[src/rtl/spin2_pkg.sv]
// Constants, register map and decode helpers for the soft-pin section 2 block.
package spin2_pkg;

   // Register indices; byte address on the bus is four times the index.
   localparam logic [13:0] IDX_ENABLE = 14'h0C03;
   localparam logic [13:0] IDX_IN_SCALE = 14'h0C04;
   localparam logic [13:0] IDX_OUT_SCALE = 14'h0C05;
   localparam logic [13:0] IDX_LOOP = 14'h0C06;
   localparam logic [13:0] IDX_XFER = 14'h0C07;
   localparam logic [13:0] IDX_SPRST = 14'h0C08;

   // Field positions.
   localparam int ENA_BIT = 0;
   localparam int REF_INPUT_A_LSB = 0;
   localparam int REF_INPUT_B_LSB = 2;
   localparam int CH0_LSB = 0;
   localparam int CH1_LSB = 2;
   localparam int TOL_LSB = 0;
   localparam int BW_LSB = 2;
   localparam int PM_BIT = 4;
   localparam int TRIG_BIT = 0;

   // Writable bits of each register; the rest read as zero.
   localparam logic [7:0] ENA_MASK = 8'h01;
   localparam logic [7:0] IN_MASK = 8'h0F;
   localparam logic [7:0] OUT_MASK = 8'h0F;
   localparam logic [7:0] LOOP_MASK = 8'h1F;

   // Values after reset.
   localparam logic [7:0] RST_REG = 8'h00;
   localparam logic [4:0] RST_DIV = 5'h01;
   localparam logic [6:0] RST_BW_HZ = 7'h32;

   // Cycles that one ROM download of soft-pin settings takes.
   localparam int LOAD_CYCLES_DEF = 16;

   // Bus response codes.
   localparam logic [1:0] RESP_OKAY = 2'h0;
   localparam logic [1:0] RESP_SLVERR = 2'h2;

   typedef enum logic [1:0] {LD_IDLE, LD_RUN, LD_DONE} ld_state_t;

   // Frequency scale code to divide ratio.
   function automatic logic [4:0] scale_div(input logic [1:0] code);
      unique case (code)
         2'h0: scale_div = 5'h01;
         2'h1: scale_div = 5'h04;
         2'h2: scale_div = 5'h08;
         2'h3: scale_div = 5'h10;
      endcase
   endfunction

   // Loop bandwidth code to hertz.
   function automatic logic [6:0] bw_hz(input logic [1:0] code);
      unique case (code)
         2'h0: bw_hz = 7'h32;
         2'h1: bw_hz = 7'h01;
         2'h2: bw_hz = 7'h0A;
         2'h3: bw_hz = 7'h64;
      endcase
   endfunction

endpackage
[src/rtl/rom_load_if.sv]
// Handshake between the register file and the ROM download sequencer.
`timescale 1ns/1ps
interface rom_load_if;
   logic start;
   logic busy;
   logic done;
   modport ctrl (output start, input busy, input done);
   modport seq (input start, output busy, output done);
endinterface

[src/rtl/rom_loader.sv]
// Sequencer that runs one ROM download of soft-pin settings per start.
`timescale 1ns/1ps
module rom_loader
   import spin2_pkg::*;
#(
   parameter int LOAD_CYCLES = LOAD_CYCLES_DEF
)
(
   // Clock, reset and enable
   input wire logic i_clk,
   input wire logic i_nrst,
   input wire logic i_ce,
   // Request from the register file
   rom_load_if.seq lp,
   // ROM fetch position
   output logic [$clog2(LOAD_CYCLES+1)-1:0] o_word_idx
);
   localparam int CNT_W = $clog2(LOAD_CYCLES + 1);

   ld_state_t state_r;
   ld_state_t state_nxt;
   logic [CNT_W-1:0] cnt_r;
   logic [CNT_W-1:0] cnt_nxt;
   logic last_w;

   assign last_w = (cnt_r == CNT_W'(LOAD_CYCLES - 1));
   assign lp.busy = (state_r != LD_IDLE);
   assign lp.done = (state_r == LD_DONE);
   assign o_word_idx = cnt_r;

   always_comb
   begin
      state_nxt = state_r;
      cnt_nxt = cnt_r;
      unique case (state_r)
         LD_IDLE:
         begin
            cnt_nxt = '0;
            if (lp.start)
            begin
               state_nxt = LD_RUN;
            end
         end
         LD_RUN:
         begin
            cnt_nxt = cnt_r + CNT_W'(1);
            if (last_w)
            begin
               state_nxt = LD_DONE;
            end
         end
         LD_DONE:
         begin
            state_nxt = LD_IDLE;
         end
      endcase
   end

   always_ff @(posedge i_clk or negedge i_nrst)
   begin
      if (!i_nrst)
      begin
         state_r <= LD_IDLE;
         cnt_r <= '0;
      end
      else if (i_ce)
      begin
         state_r <= state_nxt;
         cnt_r <= cnt_nxt;
      end
   end
endmodule // rom_loader

[src/rtl/soft_pin_section2_config.sv]
// Soft-pin section 2 register file with AXI4-Lite access and ROM download triggers.
//
// Decided for this implementation: register access over AXI4-Lite.
`timescale 1ns/1ps
module soft_pin_section2_config
   import spin2_pkg::*;
#(
   parameter int ADDR_W = 16,
   parameter int LOAD_CYCLES = LOAD_CYCLES_DEF
)
(
   // Clock, reset and enable
   input wire logic i_clk,
   input wire logic i_nrst,
   input wire logic i_ce,
   // AXI4-Lite write channels
   input wire logic [ADDR_W-1:0] i_awaddr,
   input wire logic i_awvalid,
   output logic o_awready,
   input wire logic [31:0] i_wdata,
   input wire logic [3:0] i_wstrb,
   input wire logic i_wvalid,
   output logic o_wready,
   output logic [1:0] o_bresp,
   output logic o_bvalid,
   input wire logic i_bready,
   // AXI4-Lite read channels
   input wire logic [ADDR_W-1:0] i_araddr,
   input wire logic i_arvalid,
   output logic o_arready,
   output logic [31:0] o_rdata,
   output logic [1:0] o_rresp,
   output logic o_rvalid,
   input wire logic i_rready,
   // Hardware configuration select pin
   input wire logic i_hw_config_select_pin,
   // Effective settings
   output logic o_settings_active,
   output logic [4:0] o_ref_input_a_div,
   output logic [4:0] o_ref_input_b_div,
   output logic [4:0] o_ch0_div,
   output logic [4:0] o_ch1_div,
   output logic o_high_pm_filter,
   output logic [6:0] o_digital_loop_bw_hz,
   output logic [1:0] o_ref_tol_code,
   // ROM download and core reset
   output logic o_rom_loading,
   output logic [$clog2(LOAD_CYCLES+1)-1:0] o_rom_word_idx,
   output logic o_core_reset
);
   rom_load_if lp ();

   logic aw_r;
   logic w_r;
   logic [ADDR_W-1:0] awaddr_r;
   logic [7:0] wbyte_r;
   logic wstrb0_r;
   logic bvalid_r;
   logic [1:0] bresp_r;
   logic rvalid_r;
   logic [1:0] rresp_r;
   logic [31:0] rdata_r;
   logic [7:0] ena_r;
   logic [7:0] in_r;
   logic [7:0] out_r;
   logic [7:0] loop_r;
   logic xfer_r;
   logic sprst_r;
   logic xfer_nxt;
   logic sprst_nxt;
   logic own_x_r;
   logic own_s_r;
   logic active_nxt;

   // Write path decode.
   wire [13:0] wr_idx = awaddr_r[15:2];
   wire wr_go = aw_r && w_r && !bvalid_r;
   wire wr_hit = (wr_idx == IDX_ENABLE) || (wr_idx == IDX_IN_SCALE) || (wr_idx == IDX_OUT_SCALE) ||
                 (wr_idx == IDX_LOOP) || (wr_idx == IDX_XFER) || (wr_idx == IDX_SPRST);
   wire wr_en = wr_go && wstrb0_r && wr_hit;
   wire wr_ena = wr_en && (wr_idx == IDX_ENABLE);
   wire wr_in = wr_en && (wr_idx == IDX_IN_SCALE);
   wire wr_out = wr_en && (wr_idx == IDX_OUT_SCALE);
   wire wr_loop = wr_en && (wr_idx == IDX_LOOP);
   wire xfer_set = wr_en && (wr_idx == IDX_XFER) && wbyte_r[TRIG_BIT];
   wire sprst_set = wr_en && (wr_idx == IDX_SPRST) && wbyte_r[TRIG_BIT];

   // Read path decode.
   wire [13:0] rd_idx = i_araddr[15:2];
   wire rd_go = i_arvalid && !rvalid_r;
   wire rd_hit = (rd_idx == IDX_ENABLE) || (rd_idx == IDX_IN_SCALE) || (rd_idx == IDX_OUT_SCALE) ||
                 (rd_idx == IDX_LOOP) || (rd_idx == IDX_XFER) || (rd_idx == IDX_SPRST);
   wire [7:0] rd_byte = (rd_idx == IDX_ENABLE) ? ena_r :
                        (rd_idx == IDX_IN_SCALE) ? in_r :
                        (rd_idx == IDX_OUT_SCALE) ? out_r :
                        (rd_idx == IDX_LOOP) ? loop_r :
                        (rd_idx == IDX_XFER) ? {7'h00, xfer_r} :
                        (rd_idx == IDX_SPRST) ? {7'h00, sprst_r} : 8'h00;

   // A download is requested by either trigger while the sequencer is free.
   assign lp.start = (xfer_r || sprst_r) && !lp.busy;
   wire own_done_x = lp.done && own_x_r;
   wire own_done_s = lp.done && own_s_r;
   // A fresh write of 1 in the finishing cycle keeps the bit set.
   assign xfer_nxt = xfer_set || (xfer_r && !own_done_x);
   assign sprst_nxt = sprst_set || (sprst_r && !own_done_s);
   assign active_nxt = ena_r[ENA_BIT] && !i_hw_config_select_pin;

   // Readies stay low while the clock enable is low, so that no transfer is taken and then lost.
   assign o_awready = i_ce && !aw_r && !bvalid_r;
   assign o_wready = i_ce && !w_r && !bvalid_r;
   assign o_bvalid = bvalid_r;
   assign o_bresp = bresp_r;
   assign o_arready = i_ce && !rvalid_r;
   assign o_rvalid = rvalid_r;
   assign o_rresp = rresp_r;
   assign o_rdata = rdata_r;
   assign o_rom_loading = lp.busy;

   always_ff @(posedge i_clk or negedge i_nrst)
   begin
      if (!i_nrst)
      begin
         aw_r <= 1'b0;
         w_r <= 1'b0;
         awaddr_r <= '0;
         wbyte_r <= 8'h00;
         wstrb0_r <= 1'b0;
         bvalid_r <= 1'b0;
         bresp_r <= RESP_OKAY;
      end
      else if (i_ce)
      begin
         if (i_awvalid && o_awready)
         begin
            aw_r <= 1'b1;
            awaddr_r <= i_awaddr;
         end
         if (i_wvalid && o_wready)
         begin
            w_r <= 1'b1;
            wbyte_r <= i_wdata[7:0];
            wstrb0_r <= i_wstrb[0];
         end
         if (wr_go)
         begin
            aw_r <= 1'b0;
            w_r <= 1'b0;
            bvalid_r <= 1'b1;
            bresp_r <= wr_hit ? RESP_OKAY : RESP_SLVERR;
         end
         else if (bvalid_r && i_bready)
         begin
            bvalid_r <= 1'b0;
         end
      end
   end

   always_ff @(posedge i_clk or negedge i_nrst)
   begin
      if (!i_nrst)
      begin
         rvalid_r <= 1'b0;
         rresp_r <= RESP_OKAY;
         rdata_r <= 32'h0000_0000;
      end
      else if (i_ce)
      begin
         if (rd_go)
         begin
            rvalid_r <= 1'b1;
            rresp_r <= rd_hit ? RESP_OKAY : RESP_SLVERR;
            rdata_r <= {24'h000000, rd_byte};
         end
         else if (rvalid_r && i_rready)
         begin
            rvalid_r <= 1'b0;
         end
      end
   end

   // Settings registers; only documented bits are stored.
   always_ff @(posedge i_clk or negedge i_nrst)
   begin
      if (!i_nrst)
      begin
         ena_r <= RST_REG;
         in_r <= RST_REG;
         out_r <= RST_REG;
         loop_r <= RST_REG;
      end
      else if (i_ce)
      begin
         if (wr_ena)
            ena_r <= wbyte_r & ENA_MASK;
         if (wr_in)
            in_r <= wbyte_r & IN_MASK;
         if (wr_out)
            out_r <= wbyte_r & OUT_MASK;
         if (wr_loop)
            loop_r <= wbyte_r & LOOP_MASK;
      end
   end

   // Triggers, download ownership and the core reset pulse.
   always_ff @(posedge i_clk or negedge i_nrst)
   begin
      if (!i_nrst)
      begin
         xfer_r <= 1'b0;
         sprst_r <= 1'b0;
         own_x_r <= 1'b0;
         own_s_r <= 1'b0;
         o_core_reset <= 1'b0;
      end
      else if (i_ce)
      begin
         xfer_r <= xfer_nxt;
         sprst_r <= sprst_nxt;
         if (lp.start)
         begin
            own_x_r <= xfer_r;
            own_s_r <= sprst_r;
         end
         o_core_reset <= lp.start && sprst_r;
      end
   end

   // Effective settings fall back to defaults when the section is off.
   always_ff @(posedge i_clk or negedge i_nrst)
   begin
      if (!i_nrst)
      begin
         o_settings_active <= 1'b0;
         o_ref_input_a_div <= RST_DIV;
         o_ref_input_b_div <= RST_DIV;
         o_ch0_div <= RST_DIV;
         o_ch1_div <= RST_DIV;
         o_high_pm_filter <= 1'b0;
         o_digital_loop_bw_hz <= RST_BW_HZ;
         o_ref_tol_code <= 2'h0;
      end
      else if (i_ce)
      begin
         o_settings_active <= active_nxt;
         o_ref_input_b_div <= active_nxt ? scale_div(in_r[REF_INPUT_B_LSB +: 2]) : RST_DIV;
         o_ref_input_a_div <= active_nxt ? scale_div(in_r[REF_INPUT_A_LSB +: 2]) : RST_DIV;
         o_ch1_div <= active_nxt ? scale_div(out_r[CH1_LSB +: 2]) : RST_DIV;
         o_ch0_div <= active_nxt ? scale_div(out_r[CH0_LSB +: 2]) : RST_DIV;
         o_high_pm_filter <= active_nxt && loop_r[PM_BIT];
         o_digital_loop_bw_hz <= active_nxt ? bw_hz(loop_r[BW_LSB +: 2]) : RST_BW_HZ;
         o_ref_tol_code <= active_nxt ? loop_r[TOL_LSB +: 2] : 2'h0;
      end
   end

   rom_loader #(
      .LOAD_CYCLES(LOAD_CYCLES)
   ) i_rom_loader (
      .i_clk(i_clk),
      .i_nrst(i_nrst),
      .i_ce(i_ce),
      .lp(lp.seq),
      .o_word_idx(o_rom_word_idx)
   );
endmodule // soft_pin_section2_config

[config.mk]
export PLATFORM = sky130hd
export DESIGN_NAME = soft_pin_section2_config
export DESIGN_NICKNAME = d
export VERILOG_FILES = /design/src/rtl/spin2_pkg.sv /design/src/rtl/rom_load_if.sv /design/src/rtl/rom_loader.sv /design/src/rtl/soft_pin_section2_config.sv
export SDC_FILE = /design/constraint.sdc
export NUM_CORES = 1
export LEC_CHECK = 0
export BUFFER_PORTS_ARGS = -buffer_cell sky130_fd_sc_hd__buf_2
export CORE_AREA = 2 2 97 90
export DETAILED_ROUTE_END_ITERATION = 8
export DIE_AREA = 0 0 99 92
export PLACE_DENSITY = 0.86
export SLEW_MARGIN = 20
export SYNTH_ARGS = -nofsm -noshare
export SYNTH_HDL_FRONTEND = slang
export SYNTH_HIERARCHICAL = 1
export SYNTH_SLANG_ARGS = --single-unit
[constraint.sdc]
create_clock -name i_clk -period 3.5 [get_ports i_clk]
set_clock_uncertainty 0.05 [all_clocks]
set_input_delay 0.525 -clock i_clk [delete_from_list [all_inputs] [get_ports i_clk]]
set_output_delay 0.525 -clock i_clk [all_outputs]
set_load 0.005 [all_outputs]
==> reports/metrics.csv <==
metric,value,unit
Layout area overhead,16.9,%
Synth Area in Compound Gates,9.54,%
sequential element share of the synthesized area,52.5,%
XOR/XNOR Fraction of Synth Area,0,%
total net switching power,754,uW
Setup crit start kind,flip-flop,
period utilization,66.8,%
Worst-Skew Late Latency,0.36,ns
wire per inst,14.9,microns
Iteration-0 DRC Markers,199,
initial antenna violation count,0,
Placeable Area,8210,sq um
H-Tree Depth,3,
hold crit path type,in2async,
mean number of vias per cell,5.16,
global-route wire length before repair,13.5,mm
Post-CTS Setup Bufs,0,
outcome,completed,
largest family of logic cells by synthesized area,simple AND/OR/NAND/NOR gates,
minimum clock period,2.34,ns
Max Cap Viol,0,
ys flop type,dfrtp_1,
cts bufs inserted,9,
clock-pin slew on the worst setup and hold paths,0.09,ns
Synth cell types,51,
Synth top cells by count,"dfrtp_1, buf_4, nand2_1",
Tightest Pin Transition,0.725,ns
setup violators final,0,
synthesized area,3970,sq um
CTS tree,yes,
critical path endpoint category,flip-flop,
die width,99,microns
Leak,0.00225,uW
IO buf count,88,
PwrDens,585,nW/um^2
clk buf depth,2,
mux share of post-synthesis cell area,11.6,%
Synth area leader,dfrtp_1,
RSZ-0062 raised after global routing,no,
simple-gate share of the synthesized area,12.7,%
number of global-route vias before repair,2782,
NumNets Final,532,
die area,9110,sq um
antenna-violating nets left,0,
CP arrival,2.53,ns
most frequent cell after synthesis,dfrtp_1,
clock root cell,clkbuf_8,
DRC,0,
largest net degree at the start of global routing,84,
Buf/Inv on CP,0,
Max Clock Freq,428,MHz
share of layout cells above drive strength 1,33.9,%
Post-DP HPWL,5.96,mm
crit-path cells,"or4_4, nor3_4, and4b_4, and4b_1, mux2_4",
area share of the largest cell type after synthesis,47.9,%
Mean Syn Cell Area,11.0,sq um
io pins,156,
Sw Share,27.8,%
initial core utilization,48.4,%
grt ovf,0,
Flop pwr share,48.1,%
type of the worst setup path,reg2reg,
cts repair resizes,0,
design area,4640,sq um
Clk network pwr share,33.6,%
row cnt,32,
Yosys reg bits,83,
Synth Instances,360,
critical path's top delay family,simple AND/OR/NAND/NOR gates,
Total Wirelength,8.28,mm
DR vias,2860,
Synth Area in Adders,2.83,%
clk sink count,83,
hold buffers post-CTS,0,
Synth async-reset ratio,100,%
GRT Util Overall,18.9,%
die height,92,microns
GPL Wtd Cong,0.794,
Placed Area,4360,sq um
Final Hold Fails,0,
Critical Path RT,3.69,ns
DRT Pass-1 Iters,6,
Synthesis Warnings,6,
Peak VDD IR,0.490,mV
CP max FO,5,
"EDFF count, synth",0,
Worst path slowest cell,or4_4,
Max stage delay on crit path,0.55,ns
Max Slew Vio Count,0,
Pint,1960,uW
Fin Setup TNS,0,ns
Comb pwr share,18.3,%
Synth area leaders,"dfrtp_1, mux2_2, buf_4",
Max-slew headroom,51.7,%
[worst paths after layout]
kind | slack, ns | end | depth (start not counted) | startpoint
setup / recovery | 1.16 | loop_r[1]$_DFFE_PN0P_ | 5 | awaddr_r[7]$_DFFE_PN0P_
hold / removal | 0.13 | o_settings_active$_DFFE_PN0P_ | 1 | i_nrst
setup reg to reg | 1.16 | loop_r[1]$_DFFE_PN0P_ | 5 | awaddr_r[7]$_DFFE_PN0P_
hold reg to reg | 0.43 | o_rdata[0]$_DFFE_PN0P_ | 1 | o_rdata[0]$_DFFE_PN0P_
max in group asynchronous | 2.75 | wbyte_r[2]$_DFFE_PN0P_ | 1 | i_nrst
min in group i_clk | 0.35 | awaddr_r[9]$_DFFE_PN0P_ | 2 | i_awaddr[9]
[stage by stage]
stage               utilization [%]  cells  hold WS [ns]  setup WS [ns]  power, uW
floorplan                         -    392         0.179           1.40       1650
global placement               53.1    537         0.410           1.21       1770
detailed placement             53.1    537         0.423           1.17       1820
CTS                            56.5    553         0.322           1.16       2730
global route                   56.5    553         0.217           1.07       2860
finish                         56.6    554         0.129           1.16       2720
[registers in the layout, indices dropped and copies added, names as in the netlist, 2 cells and up]
name and cells:
wbyte_r 5, o_ref_input_b_div 4, o_ch1_div 4, o_ch0_div 4
o_ref_input_a_div 4, o_rdata 5, in_r 4, loop_r 5
i_rom_loader/o_word_idx 5, o_ref_tol_code 2, out_r 4, i_rom_loader/state_r 2
awaddr_r 14, o_digital_loop_bw_hz 6
[per-layer routing]
layer,track usage (%),wire (microns)
met5,0,0
met3,4.04,435
met1,24.9,3540
met4,9.47,225
met2,29.6,4070
[layout by cell type (no fill, tap or decap), drive strengths merged, types with 3 or more instances in the layout]
cell type,Yosys,layout
conb,1,33
nand3,11,11
mux2,34,34
nand2,33,33
a22o,3,3
dfrtp,76,76
buf,36,89
o22ai,4,4
a21oi,7,7
o22a,5,5
dfstp,7,7
nor2,17,17
ha,9,9
o21ai,23,23
nor2b,5,5
nor3,4,4
nand2b,3,3
o32ai,4,4
clkbuf,10,10
bufinv,0,4
mux2i,6,6
inv,31,31
[logic make-up after synthesis]
kind of cell               count (synthesis)
and+or+nand+nor                           93
adders and majority gates                  9
DFF                                       83
buffers and inverters                     77
muxes                                     40
other                                      1
AOI/OAI and AO/OA                         57
[cell type report]
cell class | count | area (sq um)
Clock inverter | 6 | 136
Clock buffer | 10 | 138
Fill cell | 661 | 3570
Inverter | 31 | 116
Antenna cell | 1 | 2.50
Timing Repair Buffer | 89 | 454
Multi-Input combinational cell | 232 | 1580
Sequential cell | 83 | 2090
Tap cell | 102 | 128
[worst reg2reg max path: cells and delay by family (launching register included)]
family	cells	cell delay, ns
simple gates	4	1.46
flops	1	0.40
mux	1	0.33
[power by group through the flow]
stage / clock network (uW) / registers [uW] / logic (uW)
global placement: 0 / 1300 / 468
finish: 912 / 1310 / 498
floorplan: 0 / 1270 / 378
detailed placement: 0 / 1320 / 502
CTS: 919 / 1310 / 506
global route: 962 / 1340 / 561
No activity file was read; power rests on OpenSTA's default activity.
